===== src/design/stat_pkg.sv =====
package stat_pkg;

    localparam int ADDR_W = 12;
    localparam int CNT_W = 16;

    // Register indices; byte address is four times the index
    localparam logic [11:0] IDX_TX_SEQ0 = 12'h60F;
    localparam logic [11:0] IDX_TX_SEQ1 = 12'h610;
    localparam logic [11:0] IDX_TX_SEQ2 = 12'h611;
    localparam logic [11:0] IDX_RX_SEQ0 = 12'h612;
    localparam logic [11:0] IDX_RX_SEQ1 = 12'h613;
    localparam logic [11:0] IDX_RX_SEQ2 = 12'h614;
    localparam logic [11:0] IDX_TX_FRAME_LOW = 12'h639;
    localparam logic [11:0] IDX_TX_FRAME_HIGH = 12'h63A;
    localparam logic [11:0] IDX_TX_CRC_FAULT = 12'h63B;
    localparam logic [11:0] IDX_RX_FRAME_LOW = 12'h63C;
    localparam logic [11:0] IDX_RX_FRAME_HIGH = 12'h63D;
    localparam logic [11:0] IDX_RX_CRC_FAULT = 12'h63E;
    localparam logic [11:0] IDX_IRQ_STATUS = 12'h640;
    localparam logic [11:0] IDX_IRQ_MASK = 12'h641;

    localparam logic [15:0] CNT_RESET = 16'h0000;
    localparam logic [3:0] IRQ_RESET = 4'h0;

    // Interrupt status bit positions
    localparam int IRQ_TX_WRAP = 0;
    localparam int IRQ_RX_WRAP = 1;
    localparam int IRQ_TX_CLR = 2;
    localparam int IRQ_RX_CLR = 3;

    typedef enum logic [1:0] {
        SEQ_IDLE = 2'b00,
        SEQ_ONE = 2'b01,
        SEQ_TWO = 2'b11
    } seq_state_type;

    typedef struct packed {
        logic done;
        logic crc_bad;
    } frame_evt_type;

    typedef struct packed {
        logic [13:0] adr;
        logic we;
        logic [3:0] sel;
        logic [31:0] dat;
        logic cyc;
        logic stb;
    } wb_req_type;

endpackage : stat_pkg


===== src/design/read_seq_detect.sv =====
`timescale 1ns/100ps
module read_seq_detect (
    input wire logic mclk,
    input wire logic rst,
    input wire logic rd_strobe,
    input wire logic [11:0] rd_index,
    input wire logic [11:0] first_index,
    input wire logic [11:0] second_index,
    input wire logic [11:0] third_index,
    output logic clear_pulse
);
    import stat_pkg::*;

    typedef struct packed {
        seq_state_type st;
        logic clr;
    } seq_regs_type;

    seq_regs_type r_ff;
    seq_regs_type nxt_r;

    assign clear_pulse = r_ff.clr;

    // Any other read in between breaks the sequence
    always_comb begin
        nxt_r = r_ff;
        nxt_r.clr = 1'b0;
        if (rd_strobe) begin
            case (r_ff.st)
                SEQ_IDLE: begin
                    if (rd_index == first_index) nxt_r.st = SEQ_ONE;
                end
                SEQ_ONE: begin
                    if (rd_index == second_index) nxt_r.st = SEQ_TWO;
                    else if (rd_index == first_index) nxt_r.st = SEQ_ONE;
                    else nxt_r.st = SEQ_IDLE;
                end
                SEQ_TWO: begin
                    nxt_r.st = SEQ_IDLE;
                    if (rd_index == third_index) begin
                        nxt_r.clr = 1'b1;
                    end else if (rd_index == first_index) begin
                        nxt_r.st = SEQ_ONE;
                    end
                end
                default: nxt_r.st = SEQ_IDLE;
            endcase
        end
    end

    always_ff @(posedge mclk) begin
        if (rst) begin
            r_ff <= '{st: SEQ_IDLE, clr: 1'b0};
        end else begin
            r_ff <= nxt_r;
        end
    end

    clear_after_third_a: assert property (@(posedge mclk) disable iff (rst)
        clear_pulse |-> $past(rd_strobe) && $past(rd_index) == third_index)
        else $error("clear without final read");

endmodule : read_seq_detect


===== src/design/frame_counter.sv =====
`timescale 1ns/100ps
module frame_counter #(
    parameter int WIDTH = 16
) (
    input wire logic mclk,
    input wire logic rst,
    input wire logic clear,
    input wire logic inc,
    output logic [WIDTH-1:0] count,
    output logic wrap
);
    typedef struct packed {
        logic [WIDTH-1:0] cnt;
        logic wrap;
    } cnt_regs_type;

    cnt_regs_type r_ff;
    cnt_regs_type nxt_r;

    assign count = r_ff.cnt;
    assign wrap = r_ff.wrap;

    // Frame in the clear cycle is dropped; the clear is the fresh start
    always_comb begin
        nxt_r = r_ff;
        nxt_r.wrap = 1'b0;
        if (clear) begin
            nxt_r.cnt = '0;
        end else if (inc) begin
            nxt_r.cnt = r_ff.cnt + 1'b1;
            nxt_r.wrap = &r_ff.cnt;
        end
    end

    always_ff @(posedge mclk) begin
        if (rst) begin
            r_ff <= '0;
        end else begin
            r_ff <= nxt_r;
        end
    end

    step_by_one_a: assert property (@(posedge mclk) disable iff (rst)
        inc && !clear |=> count == $past(count) + 1'b1)
        else $error("counter did not step by one");

endmodule : frame_counter


===== src/design/packet_statistics_counters.sv =====
// The implementer's own choice: the Wishbone slave port.
`timescale 1ns/100ps
// Behaviour
// 16-bit transmit CRC-fault frame count at 0x63B
// Reads 0x60F,0x610,0x611 clear transmit counters
// Received frame count low half at 0x63C
// Received frame count high half at 0x63D
// 16-bit receive CRC-fault frame count at 0x63E
// Reads 0x612,0x613,0x614 clear receive counters
// All counters read zero after reset
// 32-bit transmit frame count at 0x639/0x63A
// Count one per frame; clear after final read
module packet_statistics_counters (
    input wire logic mclk,
    input wire logic rst,
    input wire logic [13:0] wb_adr_i,
    input wire logic [31:0] wb_dat_i,
    input wire logic [3:0] wb_sel_i,
    input wire logic wb_we_i,
    input wire logic wb_cyc_i,
    input wire logic wb_stb_i,
    output logic [31:0] wb_dat_o,
    output logic wb_ack_o,
    output logic wb_err_o,
    input wire stat_pkg::frame_evt_type tx_frame,
    input wire stat_pkg::frame_evt_type rx_frame,
    output logic irq
);
    import stat_pkg::*;

    typedef struct packed {
        logic [31:0] dat;
        logic ack;
        logic err;
        logic [3:0] irq_status;
        logic [3:0] irq_mask;
        logic irq;
        logic rd_strobe;
        logic [11:0] rd_index;
    } top_regs_type;

    top_regs_type r_ff;
    top_regs_type nxt_r;

    logic tx_clear;
    logic rx_clear;
    logic [31:0] tx_frames;
    logic [15:0] tx_faults;
    logic [31:0] rx_frames;
    logic [15:0] rx_faults;
    logic tx_wrap;
    logic rx_wrap;
    logic req;
    logic [11:0] idx;
    logic [31:0] rd_val;
    logic mapped;

    assign req = wb_cyc_i && wb_stb_i && !r_ff.ack && !r_ff.err;
    assign idx = wb_adr_i[13:2];

    // Sequence detectors watch completed reads one cycle late
    read_seq_detect tx_seq (
        .mclk(mclk),
        .rst(rst),
        .rd_strobe(r_ff.rd_strobe),
        .rd_index(r_ff.rd_index),
        .first_index(IDX_TX_SEQ0),
        .second_index(IDX_TX_SEQ1),
        .third_index(IDX_TX_SEQ2),
        .clear_pulse(tx_clear)
    ); // see R02

    read_seq_detect rx_seq (
        .mclk(mclk),
        .rst(rst),
        .rd_strobe(r_ff.rd_strobe),
        .rd_index(r_ff.rd_index),
        .first_index(IDX_RX_SEQ0),
        .second_index(IDX_RX_SEQ1),
        .third_index(IDX_RX_SEQ2),
        .clear_pulse(rx_clear)
    ); // see R06

    frame_counter #(.WIDTH(32)) tx_frame_cnt (
        .mclk(mclk),
        .rst(rst),
        .clear(tx_clear),
        .inc(tx_frame.done),
        .count(tx_frames),
        .wrap(tx_wrap)
    );

    frame_counter #(.WIDTH(16)) tx_fault_cnt (
        .mclk(mclk),
        .rst(rst),
        .clear(tx_clear),
        .inc(tx_frame.done && tx_frame.crc_bad),
        .count(tx_faults),
        .wrap()
    );

    frame_counter #(.WIDTH(32)) rx_frame_cnt (
        .mclk(mclk),
        .rst(rst),
        .clear(rx_clear),
        .inc(rx_frame.done),
        .count(rx_frames),
        .wrap(rx_wrap)
    ); // see R03

    frame_counter #(.WIDTH(16)) rx_fault_cnt (
        .mclk(mclk),
        .rst(rst),
        .clear(rx_clear),
        .inc(rx_frame.done && rx_frame.crc_bad),
        .count(rx_faults),
        .wrap()
    );

    // Read mux; sequence addresses are mapped and read as zero
    always_comb begin
        rd_val = 32'h00000000;
        mapped = 1'b1;
        if (idx == IDX_TX_FRAME_LOW) begin
            rd_val = {16'h0000, tx_frames[15:0]};
        end else if (idx == IDX_TX_FRAME_HIGH) begin
            rd_val = {16'h0000, tx_frames[31:16]};
        end else if (idx == IDX_TX_CRC_FAULT) begin
            rd_val = {16'h0000, tx_faults};
        end else if (idx == IDX_RX_FRAME_LOW) begin
            rd_val = {16'h0000, rx_frames[15:0]};
        end else if (idx == IDX_RX_FRAME_HIGH) begin
            rd_val = {16'h0000, rx_frames[31:16]};
        end else if (idx == IDX_RX_CRC_FAULT) begin
            rd_val = {16'h0000, rx_faults};
        end else if (idx == IDX_IRQ_STATUS) begin
            rd_val = {28'h0000000, r_ff.irq_status};
        end else if (idx == IDX_IRQ_MASK) begin
            rd_val = {28'h0000000, r_ff.irq_mask};
        end else if (idx >= IDX_TX_SEQ0 && idx <= IDX_RX_SEQ2) begin
            rd_val = 32'h00000000;
        end else begin
            mapped = 1'b0;
        end
    end

    always_comb begin
        logic [3:0] events;
        logic rd_status;
        events = 4'h0;
        rd_status = 1'b0;
        nxt_r = r_ff;
        nxt_r.ack = 1'b0;
        nxt_r.err = 1'b0;
        nxt_r.rd_strobe = 1'b0;
        events[IRQ_TX_WRAP] = tx_wrap;
        events[IRQ_RX_WRAP] = rx_wrap;
        events[IRQ_TX_CLR] = tx_clear;
        events[IRQ_RX_CLR] = rx_clear;
        if (req) begin
            nxt_r.ack = mapped;
            nxt_r.err = !mapped;
            nxt_r.dat = rd_val;
            if (mapped && !wb_we_i) begin
                nxt_r.rd_strobe = 1'b1;
                nxt_r.rd_index = idx;
                rd_status = (idx == IDX_IRQ_STATUS);
            end
            if (mapped && wb_we_i && idx == IDX_IRQ_MASK && wb_sel_i[0]) begin
                nxt_r.irq_mask = wb_dat_i[3:0];
            end
        end
        // New events win over the read-to-clear
        nxt_r.irq_status = (rd_status ? 4'h0 : r_ff.irq_status) | events;
        nxt_r.irq = |(nxt_r.irq_status & nxt_r.irq_mask);
    end

    always_ff @(posedge mclk) begin
        if (rst) begin
            r_ff <= '{dat: 32'h00000000, ack: 1'b0, err: 1'b0,
                irq_status: IRQ_RESET, irq_mask: IRQ_RESET, irq: 1'b0,
                rd_strobe: 1'b0, rd_index: 12'h000};
        end else begin
            r_ff <= nxt_r;
        end
    end

    assign wb_dat_o = r_ff.dat;
    assign wb_ack_o = r_ff.ack;
    assign wb_err_o = r_ff.err;
    assign irq = r_ff.irq;

    ack_one_cycle_a: assert property (
        @(posedge mclk) disable iff (rst)
        wb_ack_o
        |=> !wb_ack_o)
        else $error("ack held longer than one cycle");

    err_one_cycle_a: assert property (
        @(posedge mclk) disable iff (rst)
        wb_err_o
        |=> !wb_err_o)
        else $error("err held longer than one cycle");

    answer_next_a: assert property (
        @(posedge mclk) disable iff (rst)
        req && mapped
        |=> wb_ack_o && !wb_err_o)
        else $error("mapped request not acknowledged");

    unmapped_err_a: assert property (
        @(posedge mclk) disable iff (rst)
        req && !mapped
        |=> wb_err_o && !wb_ack_o)
        else $error("unmapped request not refused");

    idle_no_ack_a: assert property (
        @(posedge mclk) disable iff (rst)
        !(wb_cyc_i && wb_stb_i)
        |=> !wb_ack_o && !wb_err_o)
        else $error("answer without request");

    tx_clear_zero_a: assert property (
        @(posedge mclk) disable iff (rst)
        tx_clear
        |=> tx_frames == 32'h00000000 && tx_faults == 16'h0000)
        else $error("tx counters not cleared");

    rx_clear_zero_a: assert property (
        @(posedge mclk) disable iff (rst)
        rx_clear
        |=> rx_faults == 16'h0000 && rx_frames == 32'h00000000)
        else $error("rx counters not cleared");

    reset_hold_a: assert property (
        @(posedge mclk)
        rst
        |=> tx_frames == 32'h00000000 && tx_faults == CNT_RESET
        && rx_frames == 32'h00000000 && rx_faults == CNT_RESET && !irq)
        else $error("counter not zero during reset");

    reset_zero_a: assert property (
        @(posedge mclk)
        $past(rst) && !rst
        |-> tx_frames == 32'h00000000 && tx_faults == CNT_RESET
        && rx_frames == 32'h00000000 && rx_faults == CNT_RESET)
        else $error("counter not zero after reset");

    tx_low_read_a: assert property (
        @(posedge mclk) disable iff (rst)
        req && !wb_we_i && idx == IDX_TX_FRAME_LOW
        |=> wb_dat_o == {16'h0000, $past(tx_frames[15:0])})
        else $error("tx low half read wrong");

    tx_high_read_a: assert property (
        @(posedge mclk) disable iff (rst)
        req && !wb_we_i && idx == IDX_TX_FRAME_HIGH
        |=> wb_dat_o == {16'h0000, $past(tx_frames[31:16])})
        else $error("tx high half read wrong");

    tx_fault_read_a: assert property (
        @(posedge mclk) disable iff (rst)
        req && !wb_we_i && idx == IDX_TX_CRC_FAULT
        |=> wb_dat_o == {16'h0000, $past(tx_faults)})
        else $error("tx fault count read wrong");

    rx_low_read_a: assert property (
        @(posedge mclk) disable iff (rst)
        req && !wb_we_i && idx == IDX_RX_FRAME_LOW
        |=> wb_dat_o == {16'h0000, $past(rx_frames[15:0])})
        else $error("rx low half read wrong");

    rx_high_read_a: assert property (
        @(posedge mclk) disable iff (rst)
        req && !wb_we_i && idx == IDX_RX_FRAME_HIGH
        |=> wb_dat_o == {16'h0000, $past(rx_frames[31:16])})
        else $error("rx high half read wrong");

    rx_fault_read_a: assert property (
        @(posedge mclk) disable iff (rst)
        req && !wb_we_i && idx == IDX_RX_CRC_FAULT
        |=> wb_dat_o == {16'h0000, $past(rx_faults)})
        else $error("rx fault count read wrong");

    seq_read_zero_a: assert property ( // see R02
        @(posedge mclk) disable iff (rst)
        req && !wb_we_i && idx >= IDX_TX_SEQ0 && idx <= IDX_RX_SEQ2
        |=> wb_dat_o == 32'h00000000)
        else $error("sequence address did not read zero");

    tx_frame_step_a: assert property ( // see R08
        @(posedge mclk) disable iff (rst)
        tx_frame.done && !tx_clear
        |=> tx_frames == $past(tx_frames) + 32'h00000001)
        else $error("tx frame count did not step");

    tx_fault_step_a: assert property ( // see R01
        @(posedge mclk) disable iff (rst)
        tx_frame.done && tx_frame.crc_bad && !tx_clear
        |=> tx_faults == $past(tx_faults) + 16'h0001)
        else $error("tx fault count did not step");

    rx_frame_step_a: assert property ( // see R03 see R04
        @(posedge mclk) disable iff (rst)
        rx_frame.done && !rx_clear
        |=> rx_frames == $past(rx_frames) + 32'h00000001)
        else $error("rx frame count did not step");

    rx_fault_step_a: assert property ( // see R05
        @(posedge mclk) disable iff (rst)
        rx_frame.done && rx_frame.crc_bad && !rx_clear
        |=> rx_faults == $past(rx_faults) + 16'h0001)
        else $error("rx fault count did not step");

    tx_hold_a: assert property (
        @(posedge mclk) disable iff (rst)
        !tx_frame.done && !tx_clear
        |=> tx_frames == $past(tx_frames) && tx_faults == $past(tx_faults))
        else $error("tx counters moved without a frame");

    rx_hold_a: assert property (
        @(posedge mclk) disable iff (rst)
        !rx_frame.done && !rx_clear
        |=> rx_frames == $past(rx_frames) && rx_faults == $past(rx_faults))
        else $error("rx counters moved without a frame");

    status_clear_a: assert property (
        @(posedge mclk) disable iff (rst)
        req && !wb_we_i && idx == IDX_IRQ_STATUS
        && !tx_wrap && !rx_wrap && !tx_clear && !rx_clear
        |=> r_ff.irq_status == IRQ_RESET)
        else $error("status not cleared by read");

    clear_flag_set_a: assert property (
        @(posedge mclk) disable iff (rst)
        tx_clear
        |=> r_ff.irq_status[IRQ_TX_CLR])
        else $error("tx clear event lost");

    mask_write_a: assert property (
        @(posedge mclk) disable iff (rst)
        req && wb_we_i && idx == IDX_IRQ_MASK && wb_sel_i[0]
        |=> r_ff.irq_mask == $past(wb_dat_i[3:0]))
        else $error("mask write did not land");

    irq_level_a: assert property (
        @(posedge mclk) disable iff (rst)
        irq == |(r_ff.irq_status & r_ff.irq_mask))
        else $error("irq disagrees with status and mask");

    tx_clear_cov: cover property (@(posedge mclk) disable iff (rst)
        tx_clear);

    rx_clear_cov: cover property (@(posedge mclk) disable iff (rst)
        rx_clear);

    irq_cov: cover property (@(posedge mclk) disable iff (rst)
        irq);

    err_cov: cover property (@(posedge mclk) disable iff (rst)
        wb_err_o);

    tx_fault_cov: cover property (@(posedge mclk) disable iff (rst)
        tx_frame.done && tx_frame.crc_bad);

endmodule : packet_statistics_counters


===== config.mk =====
export PLATFORM = sky130hd
export DESIGN_NAME = packet_statistics_counters
export DESIGN_NICKNAME = d
export VERILOG_FILES = /design/src/design/stat_pkg.sv /design/src/design/read_seq_detect.sv /design/src/design/frame_counter.sv /design/src/design/packet_statistics_counters.sv
export SDC_FILE = /design/constraint.sdc
export NUM_CORES = 1
export LEC_CHECK = 0
export BUFFER_PORTS_ARGS = -buffer_cell sky130_fd_sc_hd__buf_2
export CAP_MARGIN = 25
export CELL_PAD_IN_SITES_DETAIL_PLACEMENT = 1
export CELL_PAD_IN_SITES_GLOBAL_PLACEMENT = 1
export CORE_MARGIN = 10
export CORE_UTILIZATION = 46
export CTS_BUF_LIST = sky130_fd_sc_hd__clkbuf_16
export DETAILED_ROUTE_END_ITERATION = 8
export PLACE_DENSITY_LB_ADDON = 0.08
export SYNTH_ARGS = -nofsm -noshare
export SYNTH_HDL_FRONTEND = slang
export SYNTH_SLANG_ARGS = --single-unit

===== constraint.sdc =====
create_clock -name mclk -period 4.2 [get_ports mclk]
set_clock_uncertainty 0.2 [all_clocks]
set_input_delay 0.84 -clock mclk [delete_from_list [all_inputs] [get_ports mclk]]
set_output_delay 0.84 -clock mclk [all_outputs]
set_load 0.05 [all_outputs]

Word-level counts from Yosys, hierarchy flattened. Index checks and enable logic that the tools add are counted.

Input bits: 59. Flip-flop bits (word level): 160.

Add/subtract/negate cells: 4. Reductions and logical operators: 29. Equal/unequal tests: 20. Bitwise logic cells: 8. $lt $le $gt $ge: 2. Multiplexer cells: 35.

Operators with widths (count): $eq A12 B11 Y1 const B (14); $mux W16 (6); $add A32 B1 Y32 const B (2); $reduce_and A32 Y1 (2); $add A16 B1 Y16 const B (2); $mux W4 (5); $mux W1 (17); $mux W13 (1); $ge A12 B11 Y1 const B (1); $le A12 B11 Y1 const B (1); $pmux W2 S3 (2); $reduce_or A3 Y1 (4); $logic_and A1 B1 Y1 (10); $mux W2 (4); $not A1 Y1 (6); $reduce_and A2 Y1 (3); $reduce_or A2 Y1 (3); $and A4 B4 Y4 (1); $eq A2 B1 Y1 const B (2); $eq A2 B2 Y1 const B (2); $logic_not A1 Y1 (4); $logic_not A2 Y1 (2); $ne A2 B1 Y1 const B (2); $or A4 B4 Y4 (1); $reduce_or A4 Y1 (1).

Depth between registers and ports, before layout.
Word-level depth: 18. Gate-level depth with buffers: 8.

Cells and area by module. From an unflattened synthesis, not the netlist that was laid out.

Cells, all modules: 1020. Area total of the unflattened synthesis: 8549.4 µm².

Modules (own cells, without submodules): frame_counter at rx_frame_cnt ... (seq. area each 660.6 µm², cells an instance 184, instances 2, area each 1561.5 µm²); packet_statistics_counters (seq. area each 800.8 µm², cells an instance 354, instances 1, area each 2788.9 µm²); frame_counter at rx_fault_cnt ... (seq. area each 340.3 µm², cells an instance 86, instances 2, area each 798.3 µm²); read_seq_detect (seq. area each 60.1 µm², cells an instance 63, instances 2, area each 520.5 µm²).

Least setup slack after synthesis. OpenSTA, ideal clock, no wires.

Kind: input-to-reg. Start: input wb_adr_i[10]. End: register r_ff, in the netlist wb_dat_o[10]. Stages on the path: 7. Data arrival time: 2332 ps. Setup time: 137 ps. Path buffers: 1. Setup slack: 1530 ps. Cell sequence: nand4bb_4 > or4_1 > buf_2 > o22ai_1 > nor3_1 > a221oi_1 > a211oi_1.

Cells in the longest elaborated chain, start to end: 7.

Ends and longest elaborated chain: from (decl) (RTL line packet_statistics_counters.sv:16) `input wire logic [13:0] wb_adr_i,`; $eq A12 B11 Y1 (RTL line packet_statistics_counters.sv:134) `end else if (idx == IDX_RX_CRC_FAULT) begin`; $mux W16 (RTL line packet_statistics_counters.sv:134); $mux W16 (RTL line packet_statistics_counters.sv:132) `end else if (idx == IDX_RX_FRAME_HIGH) begin`; $mux W16 (RTL line packet_statistics_counters.sv:130) `end else if (idx == IDX_RX_FRAME_LOW) begin`; $mux W16 (RTL line packet_statistics_counters.sv:128) `end else if (idx == IDX_TX_CRC_FAULT) begin`; $mux W16 (RTL line packet_statistics_counters.sv:126) `end else if (idx == IDX_TX_FRAME_HIGH) begin`; $mux W16 * (RTL line packet_statistics_counters.sv:124) `if (idx == IDX_TX_FRAME_LOW) begin`; to (signal assigned) (RTL line packet_statistics_counters.sv:180) `r_ff <= '{dat: 32'h00000000, ack: 1'b0, err: 1'b0,`; to (signal assigned) (RTL line packet_statistics_counters.sv:184) `r_ff <= nxt_r;`; to (decl) (RTL line packet_statistics_counters.sv:42) `top_regs_type r_ff;`.

Mark *: on every way between the ends. The rest lies on a longest branch, timed or not. A chain may end at the register's enable or synchronous reset.

Worst setup path in the final report.
Start: input wb_adr_i[3]. End: register r_ff[6] (netlist name).

Cells in the longest elaborated chain, start to end: 13.

Ends and longest elaborated chain: $ge A12 B11 Y1 or $le A12 B11 Y1 (tied branches) (RTL line packet_statistics_counters.sv:140) `end else if (idx >= IDX_TX_SEQ0 && idx <= IDX_RX_SEQ2) begin`; $logic_and A1 B1 Y1 (RTL line packet_statistics_counters.sv:140); $mux W1 (RTL line packet_statistics_counters.sv:140); $mux W1 (RTL line packet_statistics_counters.sv:138) `end else if (idx == IDX_IRQ_MASK) begin`; $mux W1 (RTL line packet_statistics_counters.sv:136) `end else if (idx == IDX_IRQ_STATUS) begin`; $mux W1 (RTL line packet_statistics_counters.sv:134); $mux W1 (RTL line packet_statistics_counters.sv:132); $mux W1 (RTL line packet_statistics_counters.sv:130); $mux W1 (RTL line packet_statistics_counters.sv:128); $mux W1 (RTL line packet_statistics_counters.sv:126); $mux W1 * (RTL line packet_statistics_counters.sv:124); $logic_and A1 B1 Y1 * (RTL line packet_statistics_counters.sv:164) `if (mapped && !wb_we_i) begin`; $reduce_and A2 Y1 (no line) *.

Marked as above.

==> metrics.cfg <==
[outcome]
status = finished clean

[min_path]
timing.hold.worst.start = rx_frame_cnt.count[31]$_SDFFE_PP0P_
hold_path_class = reg2reg

[logic_synthesis]
seq_area_frac_synth_pct = 40.6
netlist_area_um2 = 7100
yosysMostFrequentCell = nor2_1
netlist_top_cells_area = dfxtp_1 (41%), nor2_1 (7.8%), xor2_1 (6.4%)
synth_top_cell_by_area = dfxtp_1
synth_top_cell_area_share_pct = 40.6
synth_compound_area_share_pct = 11.3
synthArstFlopShare_pct = 0
synth_top_family_by_area = simple AND/OR/NAND/NOR gates
synth.avg_cell_area_um2 = 8.39
netlist_instances = 846
synth_fa_ha_area_share_pct = 0.705
yosys_warnings = 0
synth_cell_type_count = 61
yosys_register_bits = 144
yosys_most_used_dff = dfxtp_1
yosys.area_share.simple_pct = 27.7
synth_edf_count = 0
synth.top_cells.by_count = nor2_1 (148), dfxtp_1 (144), xor2_1 (52), nand2_1 (49), nand3_1 (40)
synth_mux_area_share_pct = 2.96
synth-xor-area-share_pct = 9.99

[layout]
diodes = 0
final_area_um2 = 7890
fillerInstances = 1797
layout-drive-gt1-share_pct = 10.1
syn2layout_area_growth_pct = 11.1
fin_nets = 923

[worst_setup_path]
r2r_setup_slack_ps = 1600
cp.required_ps = 4300
crit_arrival_ps = 3160
path_class = in2reg
cp_top_family = compound AO/OA/AOI/OAI gates
cpMaxStageDelayCell = a41oi_2
cp_cell_sequence = buf_2 -> nor2b_1 -> o21ai_0 -> a41oi_2 -> mux2i_1 -> nor2_1
r2r_start = rx_frame_cnt.count[1]$_SDFFE_PP0P_
critPathBufInv = 1
critPathLaunchType = input pin
crit_path_end_kind = flop
crit_path_start = wb_adr_i[3]
critPathMaxStageDelay_ps = 700
crit_path_max_fanout = 32

[power_and_ir_drop]
leakage_uw = 0.00286
power_density_nw_per_um2 = 407
peakVddDrop_mv = 0.299

[floorplan]
start_util_pct = 46.9
rows = 45
fp.dieW_um = 144
dieArea_um2 = 20800
pin_count = 94
die_h_um = 144
core_area_um2 = 15100

[timing]
hold_viol = 0
period_share_pct = 72.9
maxSlewHeadroom_pct = 35.2
fmax_mhz = 326
setup_violations = 0
rsz0062_at_grt = false
worstMarginPinSlew_ps = 972
report.final.slew_viol_count = 0
tns_ps = 0
final.min_clock_period_ps = 3060

[flow_run]
cap_violations = 0

[global_route]
grt_pass1_vias = 6209
grt_usage_pct = 19.6
grt_max_degree = 50
antenna_found_initial = 0
grt-ovfl-total = 0
grt_pass1_wl_mm = 32.5

[place]
portBuffers = 44
postPlaceCellArea_um2 = 7270
hpwl_mm = 14.6
routabilityCongestion = 0.854

[cts]
cts_resized = 0
cts_root_buf = clkbuf_16
cts_hold_buf = 0
cts_post_setup_buffers_inserted = 0
clock_latency_ps = 420
h-tree-depth = 4
clock_sinks = 144
cts_tree = built
clockBufferDepth = 2
numCtsBuffers = 17
clk_pin_slew_ps = 60

[routing]
vias = 6037
drc = 0
routed_wl_mm = 19.9
final_antenna_net_count = 0
drt-vias-per-instance = 5.70
drt_pre_antenna_iters = 5
drtIter0Drc = 380
wl_per_cell_um = 18.7

-- tightest hold or removal path, stage by stage (launching register included) --
cell	delay, ps
dfxtp_1	310
nand3_1	60
nor2_1	40
-- stage by stage --
stage               total power [uW]  hold slack [ps]  setup slack [ps]  std cells  util (%)
floorplan                       1590              222              1530        861         -
global placement                1620              243               805       1029      48.0
detailed placement              1620              251               705       1029      48.0
CTS                             3230              266              1150       1060      52.1
global route                    3320              285               853       1060      52.1
finish                          3210              259              1140       1060      52.1
-- final timing paths --
path | to | cells after the start
hold / removal | rx_frame_cnt.wrap$_SDFF_PP0_ | 2
hold reg to reg | rx_frame_cnt.wrap$_SDFF_PP0_ | 2
setup reg to reg | rx_frame_cnt.count[24]$_SDFFE_PP0P_ | 7
setup / recovery | r_ff[6]$_SDFFE_PP0P_ | 6
-- placed cells by master (no fill, tap or decap), drive strengths merged, types with 5 or more instances in the layout --
master	synthesis	final
clkbuf	32	17
xor2	52	52
o22ai	19	19
nor2	148	148
o21ai	25	25
and3	19	19
and4	10	10
nor3	20	20
a21oi	33	33
buf	39	51
xnor2	29	29
nand4	23	23
and2	10	10
nor4	10	10
dfxtp	144	144
or3	11	11
mux2i	21	21
clkinv	0	5
a211oi	9	9
inv	21	23
conb	1	16
bufinv	0	5
nand2	49	49
nor2b	16	16
a221oi	11	11
nand3	40	40
-- state kept, by name, indices dropped and copies added (netlist names) --
name / flops
irq: 1
rx_fault_cnt.count: 16
tx_frame_cnt.wrap: 1
r_ff: 21
rx_frame_cnt.wrap: 1
rx_seq.r_ff: 2
tx_fault_cnt.count: 16
rx_frame_cnt.count: 32
tx_seq.clear_pulse: 1
wb_dat_o: 16
tx_seq.r_ff: 2
rx_seq.clear_pulse: 1
tx_frame_cnt.count: 32
wb_err_o: 1
wb_ack_o: 1
-- logic make-up after synthesis --
family          Yosys count
xor+xnor                 81
flops                   144
simple gates            380
mux                      21
other cells               1
buf+inv                  92
fa+ha+maj                 4
compound gates          123
-- final cells by class --
cell class / count / area [um2] / area share (%)
Clock buffer: 17 / 425 / 5.39
Clock inverter: 14 / 196 / 2.49
Inverter: 21 / 78.8 / 0.999
Multi-Input combinational cell: 625 / 3800 / 48.1
Sequential cell: 144 / 2880 / 36.5
Tap cell: 188 / 235 / 2.98
Timing Repair Buffer: 51 / 273 / 3.46
-- power breakdown --
part           switching, uW  leakage, uW  internal, uW  total (uW)
sequential              14.2      0.00116          1380        1390
combinational            149      0.00140          48.6         198
clock                    577     0.000298          1040        1620
-- layer usage --
layer | track usage [%] | part of all wire (%) | vias up
li1 | - | - | 2944
met1 | 24.7 | 46 | 2983
met2 | 33.4 | 49 | 91
met3 | 4.30 | 3.8 | 19
met4 | 5.00 | 1.2 | 0
met5 | 0 | 0 | -
Power figures use the tool's default switching activity.
